<file path="src/verilog/qrc_pkg.sv">
// Constants and field layout for the slave port QoS regulation registers
`default_nettype none

package qrc_pkg;

    ////////////////////////////////////////////////////////////////////////
    // Sizes
    localparam int NUM_SLV = 5;
    localparam int NUM_LITE = 3;
    localparam int ADDR_W = 8;
    localparam int CNT_W = 7;

    ////////////////////////////////////////////////////////////////////////
    // Address map: slave index in [6:4], register select in [3:2]
    localparam int SLV_LSB = 4;
    localparam int SEL_LSB = 2;
    localparam logic [1:0] REG_WQOS = 2'h0;
    localparam logic [1:0] REG_CTRL = 2'h1;
    localparam logic [1:0] REG_OTLIM = 2'h2;

    ////////////////////////////////////////////////////////////////////////
    // Field positions
    localparam int WQOS_OVR_LSB = 0;
    localparam int WQOS_CUR_LSB = 8;
    localparam int CTRL_WQV_BIT = 0;
    localparam int CTRL_RQV_BIT = 1;
    localparam int CTRL_WOT_BIT = 2;
    localparam int CTRL_ROT_BIT = 3;
    localparam int CTRL_WMODE_BIT = 16;
    localparam int CTRL_RMODE_BIT = 20;
    localparam int CTRL_QHIGH_BIT = 21;
    localparam int OT_W_FRAC_LSB = 0;
    localparam int OT_W_INT_LSB = 8;
    localparam int OT_R_FRAC_LSB = 16;
    localparam int OT_R_INT_LSB = 24;

    ////////////////////////////////////////////////////////////////////////
    // Reset values
    localparam logic [3:0] WQOS_OVR_RST = 4'h0;
    localparam logic CTRL_BIT_RST = 1'b0;
    localparam logic [5:0] OT_INT_RST = 6'h00;
    localparam logic [7:0] OT_FRAC_RST = 8'h00;

    ////////////////////////////////////////////////////////////////////////
    // Built-in outstanding maxima
    localparam logic [CNT_W-1:0] RD_HW_MAX = 7'h10;
    localparam logic [CNT_W-1:0] WR_HW_MAX = 7'h10;

endpackage

`default_nettype wire

</file>
<file path="src/verilog/qrc_ot_if.sv">
// Interface between register block and one outstanding regulator channel
`timescale 1ns/1ps
`default_nettype none

interface qrc_ot_if;
    import qrc_pkg::*;
    logic en;
    logic [5:0] int_lim;
    logic [7:0] frac_lim;
    logic [CNT_W-1:0] hw_max;
    logic accept;
    logic retire;
    logic allow;

    modport ctrl (
        output en,
        output int_lim,
        output frac_lim,
        output hw_max,
        output accept,
        output retire,
        input allow
    );

    modport chan (
        input en,
        input int_lim,
        input frac_lim,
        input hw_max,
        input accept,
        input retire,
        output allow
    );
endinterface

`default_nettype wire

</file>
<file path="src/verilog/qrc_ot_chan.sv">
// Outstanding transaction regulator for one address channel
`timescale 1ns/1ps
`default_nettype none

module qrc_ot_chan
    import qrc_pkg::*;
(
    input wire logic MCLK,
    input wire logic SRST,
    qrc_ot_if.chan ot
);

    logic [CNT_W-1:0] cnt_q;
    logic [CNT_W-1:0] cnt_d;
    logic [7:0] acc_q;
    logic [8:0] acc_sum;
    logic en_q;
    logic allow_q;
    logic [CNT_W-1:0] prog_lim;
    logic [CNT_W-1:0] lim;

    ////////////////////////////////////////////////////////////////////////
    // Outstanding count
    always_comb begin
        cnt_d = cnt_q;
        if (ot.accept && !ot.retire) begin
            cnt_d = cnt_q + 7'h01;
        end else if (ot.retire && !ot.accept && cnt_q != 7'h00) begin
            cnt_d = cnt_q - 7'h01;
        end
    end

    always_ff @(posedge MCLK) begin
        if (SRST) begin
            cnt_q <= 7'h00;
        end else begin
            cnt_q <= cnt_d;
        end
    end

    ////////////////////////////////////////////////////////////////////////
    // Enable taken over only while nothing is outstanding
    always_ff @(posedge MCLK) begin
        if (SRST) begin
            en_q <= CTRL_BIT_RST;
        end else if (cnt_q == 7'h00 && !ot.accept) begin
            en_q <= ot.en;
        end
    end

    ////////////////////////////////////////////////////////////////////////
    // Fraction accumulator: carry grants one extra slot
    assign acc_sum = {1'b0, acc_q} + {1'b0, ot.frac_lim};

    always_ff @(posedge MCLK) begin
        if (SRST) begin
            acc_q <= 8'h00;
        end else begin
            acc_q <= acc_sum[7:0];
        end
    end

    ////////////////////////////////////////////////////////////////////////
    // Effective limit
    assign prog_lim = {1'b0, ot.int_lim} + {6'h00, acc_sum[8]};

    always_comb begin
        lim = ot.hw_max;
        if (en_q && (ot.int_lim != 6'h00 || ot.frac_lim != 8'h00)) begin
            if (prog_lim < ot.hw_max) begin
                lim = prog_lim;
            end
        end
    end

    always_ff @(posedge MCLK) begin
        if (SRST) begin
            allow_q <= 1'b0;
        end else begin
            allow_q <= (cnt_d < lim);
        end
    end

    assign ot.allow = allow_q;

endmodule

`default_nettype wire

</file>
<file path="src/verilog/qrc_slave_port_regs.sv">
// Slave port QoS regulation registers, write QoS override and limits
`timescale 1ns/1ps
`default_nettype none

module qrc_slave_port_regs
    import qrc_pkg::*;
(
    input wire logic MCLK,
    input wire logic SRST,
    input wire logic [ADDR_W-1:0] ADDR,
    input wire logic [31:0] WDATA,
    input wire logic WR,
    input wire logic RD,
    input wire logic REG_SECURE,
    input wire logic SECURE_ACCESS_EN,
    output logic [31:0] RDATA,
    input wire logic [NUM_SLV-1:0] QOS_OVERRIDE_SELECT,
    input wire logic [NUM_SLV-1:0][3:0] AWQOS_IN,
    input wire logic [NUM_SLV-1:0][3:0] WQV_CURRENT,
    output logic [NUM_SLV-1:0][3:0] AWQOS_OUT,
    output logic [NUM_SLV-1:0] WR_QV_EN,
    output logic [NUM_SLV-1:0] RD_QV_EN,
    output logic [NUM_SLV-1:0] WR_PERIOD_MODE,
    output logic [NUM_SLV-1:0] RD_PERIOD_MODE,
    output logic [NUM_SLV-1:0] QUIESCE_HIGH,
    input wire logic [NUM_LITE-1:0] AW_ACCEPT,
    input wire logic [NUM_LITE-1:0] B_RETIRE,
    input wire logic [NUM_LITE-1:0] AR_ACCEPT,
    input wire logic [NUM_LITE-1:0] R_RETIRE,
    output logic [NUM_LITE-1:0] AW_ALLOW,
    output logic [NUM_LITE-1:0] AR_ALLOW
);

    ////////////////////////////////////////////////////////////////////////
    // Address decode
    function automatic logic reg_hit(input logic [ADDR_W-1:0] a,
                                     input int s,
                                     input logic [1:0] r);
        logic ok;
        ok = (a[7] == 1'b0) && (a[1:0] == 2'h0);
        ok = ok && (a[SLV_LSB+2:SLV_LSB] == 3'(s));
        ok = ok && (a[SEL_LSB+1:SEL_LSB] == r);
        return ok;
    endfunction

    logic acc_ok;
    logic wr_ok;
    logic rd_ok;

    assign acc_ok = REG_SECURE || SECURE_ACCESS_EN;
    assign wr_ok = WR && acc_ok;
    assign rd_ok = RD && acc_ok;

    ////////////////////////////////////////////////////////////////////////
    // Override select pin synchroniser
    logic [NUM_SLV-1:0] ovr_meta_q;
    logic [NUM_SLV-1:0] ovr_q;

    always_ff @(posedge MCLK) begin
        if (SRST) begin
            ovr_meta_q <= '0;
            ovr_q <= '0;
        end else begin
            ovr_meta_q <= QOS_OVERRIDE_SELECT;
            ovr_q <= ovr_meta_q;
        end
    end

    ////////////////////////////////////////////////////////////////////////
    // Per slave registers
    logic [NUM_SLV-1:0][3:0] wovr_q;
    logic [NUM_SLV-1:0] wqv_en_q;
    logic [NUM_SLV-1:0] rqv_en_q;
    logic [NUM_SLV-1:0] wot_en_q;
    logic [NUM_SLV-1:0] rot_en_q;
    logic [NUM_SLV-1:0] wmode_q;
    logic [NUM_SLV-1:0] rmode_q;
    logic [NUM_SLV-1:0] qhigh_q;
    logic [NUM_SLV-1:0][3:0] awqos_q;

    genvar gs;
    generate
        for (gs = 0; gs < NUM_SLV; gs++) begin : g_slv

            // Write QoS override value
            always_ff @(posedge MCLK) begin
                if (SRST) begin
                    wovr_q[gs] <= WQOS_OVR_RST;
                end else if (wr_ok && reg_hit(ADDR, gs, REG_WQOS)) begin
                    wovr_q[gs] <= WDATA[WQOS_OVR_LSB+3:WQOS_OVR_LSB];
                end
            end

            // Value regulator enables and modes
            always_ff @(posedge MCLK) begin
                if (SRST) begin
                    wqv_en_q[gs] <= CTRL_BIT_RST;
                    rqv_en_q[gs] <= CTRL_BIT_RST;
                    wmode_q[gs] <= CTRL_BIT_RST;
                    rmode_q[gs] <= CTRL_BIT_RST;
                    qhigh_q[gs] <= CTRL_BIT_RST;
                end else if (wr_ok && reg_hit(ADDR, gs, REG_CTRL)) begin
                    wqv_en_q[gs] <= WDATA[CTRL_WQV_BIT];
                    rqv_en_q[gs] <= WDATA[CTRL_RQV_BIT];
                    wmode_q[gs] <= WDATA[CTRL_WMODE_BIT];
                    rmode_q[gs] <= WDATA[CTRL_RMODE_BIT];
                    qhigh_q[gs] <= WDATA[CTRL_QHIGH_BIT];
                end
            end

            // Outstanding enables exist on lite ports only
            if (gs < NUM_LITE) begin : g_lite_en
                always_ff @(posedge MCLK) begin
                    if (SRST) begin
                        wot_en_q[gs] <= CTRL_BIT_RST;
                        rot_en_q[gs] <= CTRL_BIT_RST;
                    end else if (wr_ok && reg_hit(ADDR, gs, REG_CTRL)) begin
                        wot_en_q[gs] <= WDATA[CTRL_WOT_BIT];
                        rot_en_q[gs] <= WDATA[CTRL_ROT_BIT];
                    end
                end
            end else begin : g_full_en
                always_ff @(posedge MCLK) begin
                    wot_en_q[gs] <= 1'b0;
                    rot_en_q[gs] <= 1'b0;
                end
            end

            // Write QoS selection
            always_ff @(posedge MCLK) begin
                if (SRST) begin
                    awqos_q[gs] <= 4'h0;
                end else if (ovr_q[gs] && !wqv_en_q[gs]) begin
                    awqos_q[gs] <= wovr_q[gs];
                end else if (ovr_q[gs] && AWQOS_IN[gs] == 4'h0) begin
                    awqos_q[gs] <= WQV_CURRENT[gs];
                end else begin
                    awqos_q[gs] <= AWQOS_IN[gs];
                end
            end
        end
    endgenerate

    assign AWQOS_OUT = awqos_q;
    assign WR_QV_EN = wqv_en_q;
    assign RD_QV_EN = rqv_en_q;
    assign WR_PERIOD_MODE = wmode_q;
    assign RD_PERIOD_MODE = rmode_q;
    assign QUIESCE_HIGH = qhigh_q;

    ////////////////////////////////////////////////////////////////////////
    // Outstanding limits and regulators, lite ports only
    logic [NUM_LITE-1:0][5:0] r_int_q;
    logic [NUM_LITE-1:0][7:0] r_frac_q;
    logic [NUM_LITE-1:0][5:0] w_int_q;
    logic [NUM_LITE-1:0][7:0] w_frac_q;

    genvar gl;
    generate
        for (gl = 0; gl < NUM_LITE; gl++) begin : g_ot
            qrc_ot_if aw_if ();
            qrc_ot_if ar_if ();

            always_ff @(posedge MCLK) begin
                if (SRST) begin
                    r_int_q[gl] <= OT_INT_RST;
                    r_frac_q[gl] <= OT_FRAC_RST;
                    w_int_q[gl] <= OT_INT_RST;
                    w_frac_q[gl] <= OT_FRAC_RST;
                end else if (wr_ok && reg_hit(ADDR, gl, REG_OTLIM)) begin
                    r_int_q[gl] <= WDATA[OT_R_INT_LSB+5:OT_R_INT_LSB];
                    r_frac_q[gl] <= WDATA[OT_R_FRAC_LSB+7:OT_R_FRAC_LSB];
                    w_int_q[gl] <= WDATA[OT_W_INT_LSB+5:OT_W_INT_LSB];
                    w_frac_q[gl] <= WDATA[OT_W_FRAC_LSB+7:OT_W_FRAC_LSB];
                end
            end

            assign aw_if.en = wot_en_q[gl];
            assign aw_if.int_lim = w_int_q[gl];
            assign aw_if.frac_lim = w_frac_q[gl];
            assign aw_if.hw_max = WR_HW_MAX;
            assign aw_if.accept = AW_ACCEPT[gl];
            assign aw_if.retire = B_RETIRE[gl];
            assign AW_ALLOW[gl] = aw_if.allow;

            assign ar_if.en = rot_en_q[gl];
            assign ar_if.int_lim = r_int_q[gl];
            assign ar_if.frac_lim = r_frac_q[gl];
            assign ar_if.hw_max = RD_HW_MAX;
            assign ar_if.accept = AR_ACCEPT[gl];
            assign ar_if.retire = R_RETIRE[gl];
            assign AR_ALLOW[gl] = ar_if.allow;

            qrc_ot_chan u_aw (
                .MCLK(MCLK),
                .SRST(SRST),
                .ot(aw_if.chan)
            );

            qrc_ot_chan u_ar (
                .MCLK(MCLK),
                .SRST(SRST),
                .ot(ar_if.chan)
            );
        end
    endgenerate

    ////////////////////////////////////////////////////////////////////////
    // Read back
    logic [31:0] rd_d;
    logic [31:0] rdata_q;

    always_comb begin
        rd_d = 32'h0000_0000;
        for (int s = 0; s < NUM_SLV; s++) begin
            if (reg_hit(ADDR, s, REG_WQOS)) begin
                rd_d[WQOS_OVR_LSB+3:WQOS_OVR_LSB] = wovr_q[s];
                if (ovr_q[s] && wqv_en_q[s]) begin
                    rd_d[WQOS_CUR_LSB+3:WQOS_CUR_LSB] = WQV_CURRENT[s];
                end
            end
            if (reg_hit(ADDR, s, REG_CTRL)) begin
                rd_d[CTRL_WQV_BIT] = wqv_en_q[s];
                rd_d[CTRL_RQV_BIT] = rqv_en_q[s];
                rd_d[CTRL_WOT_BIT] = wot_en_q[s];
                rd_d[CTRL_ROT_BIT] = rot_en_q[s];
                rd_d[CTRL_WMODE_BIT] = wmode_q[s];
                rd_d[CTRL_RMODE_BIT] = rmode_q[s];
                rd_d[CTRL_QHIGH_BIT] = qhigh_q[s];
            end
        end
        for (int l = 0; l < NUM_LITE; l++) begin
            if (reg_hit(ADDR, l, REG_OTLIM)) begin
                rd_d[OT_R_INT_LSB+5:OT_R_INT_LSB] = r_int_q[l];
                rd_d[OT_R_FRAC_LSB+7:OT_R_FRAC_LSB] = r_frac_q[l];
                rd_d[OT_W_INT_LSB+5:OT_W_INT_LSB] = w_int_q[l];
                rd_d[OT_W_FRAC_LSB+7:OT_W_FRAC_LSB] = w_frac_q[l];
            end
        end
    end

    always_ff @(posedge MCLK) begin
        if (SRST) begin
            rdata_q <= 32'h0000_0000;
        end else if (rd_ok) begin
            rdata_q <= rd_d;
        end else begin
            rdata_q <= 32'h0000_0000;
        end
    end

    assign RDATA = rdata_q;

endmodule

`default_nettype wire

</file>
<file path="config.mk">
export PLATFORM = sky130hd
export DESIGN_NAME = qrc_slave_port_regs
export DESIGN_NICKNAME = d
export VERILOG_FILES = /design/src/verilog/qrc_pkg.sv /design/src/verilog/qrc_ot_if.sv /design/src/verilog/qrc_ot_chan.sv /design/src/verilog/qrc_slave_port_regs.sv
export SDC_FILE = /design/constraint.sdc
export NUM_CORES = 1
export LEC_CHECK = 0
export BUFFER_PORTS_ARGS = -buffer_cell sky130_fd_sc_hd__buf_2
export CAP_MARGIN = 20
export CELL_PAD_IN_SITES_DETAIL_PLACEMENT = 0
export CELL_PAD_IN_SITES_GLOBAL_PLACEMENT = 1
export CORE_MARGIN = 2
export CORE_UTILIZATION = 49
export DETAILED_ROUTE_END_ITERATION = 6
export PLACE_DENSITY_LB_ADDON = 0.12
export SLEW_MARGIN = 30
export SYNTH_ARGS = -nofsm -noshare
export SYNTH_HDL_FRONTEND = slang
export SYNTH_HIERARCHICAL = 1
export SYNTH_SLANG_ARGS = --single-unit
</file>
<file path="constraint.sdc">
create_clock -name MCLK -period 8.39 [get_ports MCLK]
set_input_delay 0.4195 -clock MCLK [delete_from_list [all_inputs] [get_ports MCLK]]
set_output_delay 0.4195 -clock MCLK [all_outputs]
set_load 0.1 [all_outputs]
</file>
==> results by group <==
Clock tree
  • Clock Path Buffers: 3
  • Hold_buf cts: 0
  • Skew-Pair Late Insertion Delay: 0.53 ns
  • CTS tree: built
  • Post-CTS setup buffer count: 0
  • Resized Gates After CTS: 0
  • Clk pin slew, worst setup/hold paths: 0.06 ns
  • TritonCTS Buffers: 36
  • Sink Count: 295
  • Root buffer cell: clkbuf_16
  • H-tree levels: 2

Place
  • Port Buf Inserts: 177
  • Post-Place Cell Area: 19,000 um2
  • Routability congestion estimate: 0.911
  • Detail Placement HPWL: 38,500 um

Timing
  • Setup Skew: 0.0151 ns
  • Peak Freq: 184 MHz
  • Final TNS setup: 0 ns
  • Final-report setup violation count: 0
  • Hold Slack: 0.106 ns
  • Final period util: 64.7%
  • Worst Tran Pin Value: 0.922 ns
  • Max-slew violations: 0
  • Final hold vios: 0
  • Final period demand of the worst path: 5.43 ns
  • Unrepaired setup endpoints after global routing: no
  • Slew Limit Headroom: 38.6%

Logic synthesis
  • Post-Syn Area: 17,600 um2
  • Post-synth ARST share: 0%
  • EDFF count, synth: 0
  • Synth cell types: 99
  • Syn_area_per_cell: 8.38 um2
  • Mapped Cells: 2,104
  • Yosys warnings: 6
  • Register area share after synthesis: 33.5%
  • Synthesized flop and latch total: 295
  • Ys flop type: dfxtp_1

GRT
  • Largest net degree at the start of global routing: 91
  • Initial antenna violation count: 0
  • Vias in the first global route: 15,500
  • First-pass GRT wire length: 84,100 um
  • Global-route usage over all layers: 27.7%
  • GRT Residual Overflow: 0

Finish
  • # diodes: 0
  • Syn-to-layout area delta: 14.9%
  • Layout fillers: 3,290
  • Design Area, Final: 20,300 um2
  • Register area: 5910 um2
  • Layout cells sized above 1: 13.6%
  • Multi-input logic area: 11,300 um2
  • Final nets: 2,577

Worst setup path
  • CP endpoint kind: flop
  • Worst path slowest cell: a2111oi_2
  • Critical path type: flop to flop
  • Req. time, crit path: 8.84 ns
  • Worst EP arrival: 5.87 ns
  • Worst-path cell chain: ha_1 -> fa_1 -> a21o_1 -> a21oi_1 -> nor2b_1 -> o21ai_0 -> a21oi_1 -> ha_1 -> ha_1 -> nand3_1 -> xnor2_1 -> ha_1 -> a21o_1 -> a221oi_1 -> nand3_1 -> mux2i_1 -> ha_1 -> o2111a_1 -> a2111oi_2 -> nor3_1 -> and4_1 -> a211oi_1
  • Startpoint types: flop
  • CP bufs+invs: 0
  • Max FO, Critical Path: 7
  • CP startpoint: g_ot[2].aw_if.frac_lim[0]
  • Worst r2r src: g_ot[2].aw_if.frac_lim[0]
  • CP max stage delay: 0.47 ns
  • Most common cell on crit path: ha_1
  • Family with the most delay on the worst path: compound AO/OA/AOI/OAI gates

Route
  • Vias per cell: 5.67
  • Iter 0 DRT Violations: 1,025
  • Avg WL per Cell: 18.9 um
  • Antenna viol nets, final: 0
  • DRC viols: 0
  • Total wire length: 53,100 um
  • Via count: 15,900
  • TritonRoute pass-1 iters: 5

Run
  • Max_cap viols: 0

Die
  • Die width: 194 um
  • DIE HEIGHT: 194 um
  • Core area: 35,500 um2
  • Die area: 37,500 um2
  • Ports: 186
  • Row count: 69
  • Starting Density: 49.7%

Power
  • Power share of the combinational group: 28.1%
  • Static Leak: 8.82 nW
  • Sequential share of power: 36.0%
  • Pwr/cell area: 225 nW/um2
  • Peak VDD IR: 220 uV
  • P_int: 3.03 mW
  • Clock power share: 35.9%
  • Sw Pwr: 1.53 mW
  • Sw Ratio: 33.6%

Worst hold path
  • Worst min path class: input pin to flop
  • HP Start: QOS_OVERRIDE_SELECT[3]

Outcome
  • Status: complete, no violations
cell type report:
class                      instances  area share, %
sequential                       295           29.1
inverter                          78           1.44
clock inverter                    11          0.926
timing repair buffer             189           4.90
multi-input combinational       1718           55.7
tap                              461           2.85
clock buffer                      52           5.09
per-stage QoR:
stage	cells	utilization, %	total power [mW]	setup slack [ns]
2_1_floorplan	2186	-	2.68	3.57
3_3_place_gp	2740	53.6	2.90	3.09
3_5_place_dp	2741	53.7	2.93	2.99
4_1_cts	2804	57.1	4.57	2.97
5_1_grt	2804	57.1	4.79	2.56
6_report	2804	57.1	4.56	2.96
power by group through the flow:
stage	Clock [mW]	Combinational, mW	Sequential [mW]
after global routing	1.71	1.43	1.65
after global placement	0	1.23	1.66
final	1.64	1.28	1.64
after floorplan	0	1.02	1.67
after detailed placement	0	1.27	1.66
after CTS	1.65	1.28	1.64
cell usage after synthesis (17+ instances only):
library cell / count / area share, %
a21o_1: 27 / 1.1
ha_1: 150 / 11
and3_1: 17 / 0.60
nand2_1: 266 / 5.7
clkbuf_1: 48 / 1.0
dfxtp_1: 295 / 33
xnor2_1: 59 / 2.9
nor2_1: 166 / 3.5
a22oi_1: 24 / 1.0
xor2_1: 25 / 1.2
nand2b_1: 24 / 0.85
nor4_1: 25 / 0.89
buf_2: 21 / 0.60
nand4_1: 20 / 0.71
nor2b_1: 89 / 3.2
nand3_1: 73 / 2.1
a211oi_1: 37 / 1.6
a21oi_1: 204 / 5.8
o21ai_0: 39 / 1.1
a31oi_1: 21 / 0.74
inv_1: 74 / 1.6
nor3_1: 64 / 1.8
mux2i_1: 71 / 4.0
placed cells by master, fill, tap and decap left out, drive strengths merged, types with 37 or more instances in the layout:
master  count
clkbuf     52
nor2      178
o21ai      44
conb       84
ha        150
a21oi     205
nand3      76
dfxtp     295
nand2     271
mux2i      71
nor3       68
a211oi     37
xnor2      60
nor2b      90
inv        79
buf       189
state kept, by name, summed over array words and instances (netlist names), 18 cells and up:
name	flops
AWQOS_OUT	20
g_ot.u_aw/acc_q	24
g_ot.u_aw/cnt_q	21
g_ot.u_ar/cnt_q	21
g_ot.u_ar/acc_q	24
RDATA	28
g_ot.aw_if.frac_lim	24
g_ot.ar_if.int_lim	18
wovr_q	20
g_ot.aw_if.int_lim	18
g_ot.ar_if.frac_lim	24
final timing paths:
path | to | slack, ns | depth (start not counted)
worst max-delay path | g_ot[2].u_aw/ot.allow | 2.96 | 22
worst min-delay path | ovr_meta_q[3] | 0.11 | 2
worst min register to register | ovr_q[0] | 0.44 | 1
worst max register to register | g_ot[2].u_aw/ot.allow | 2.96 | 22
routing by layer:
layer / vias up / GRT usage (%) / wire, um / part of all wire, %
met5: - / 0 / 0 / 0
met4: 0 / 8.85 / 1640 / 3.1
met3: 103 / 4.09 / 3010 / 5.7
met2: 531 / 48.1 / 25200 / 48
met1: 7400 / 35.4 / 23200 / 44
li1: 7861 / - / - / -
worst reg2reg max path, delay by kind of cell, from the launching register on:
kind / cells / cell delay, ns
multiplexers: 1 / 0.23
AND/OR/NAND/NOR: 5 / 0.87
AO/OA/AOI/OAI: 9 / 2.09
flip-flops: 1 / 0.36
XOR/XNOR: 1 / 0.10
adder cells (fa/ha/maj): 6 / 1.71
cell families (layout without fill, tap and decap cells):
family | count (synthesis) | in the layout | synth area share, %
xor+xnor | 85 | 85 | 4.26
flops | 295 | 295 | 33.5
fa+ha+maj | 156 | 156 | 11.3
compound gates | 470 | 470 | 17.4
buf+inv | 173 | 330 | 4.35
other cells | 2 | 84 | 0.0426
mux | 82 | 82 | 4.92
simple gates | 841 | 841 | 24.3
(Power assumes the default switching activity.)
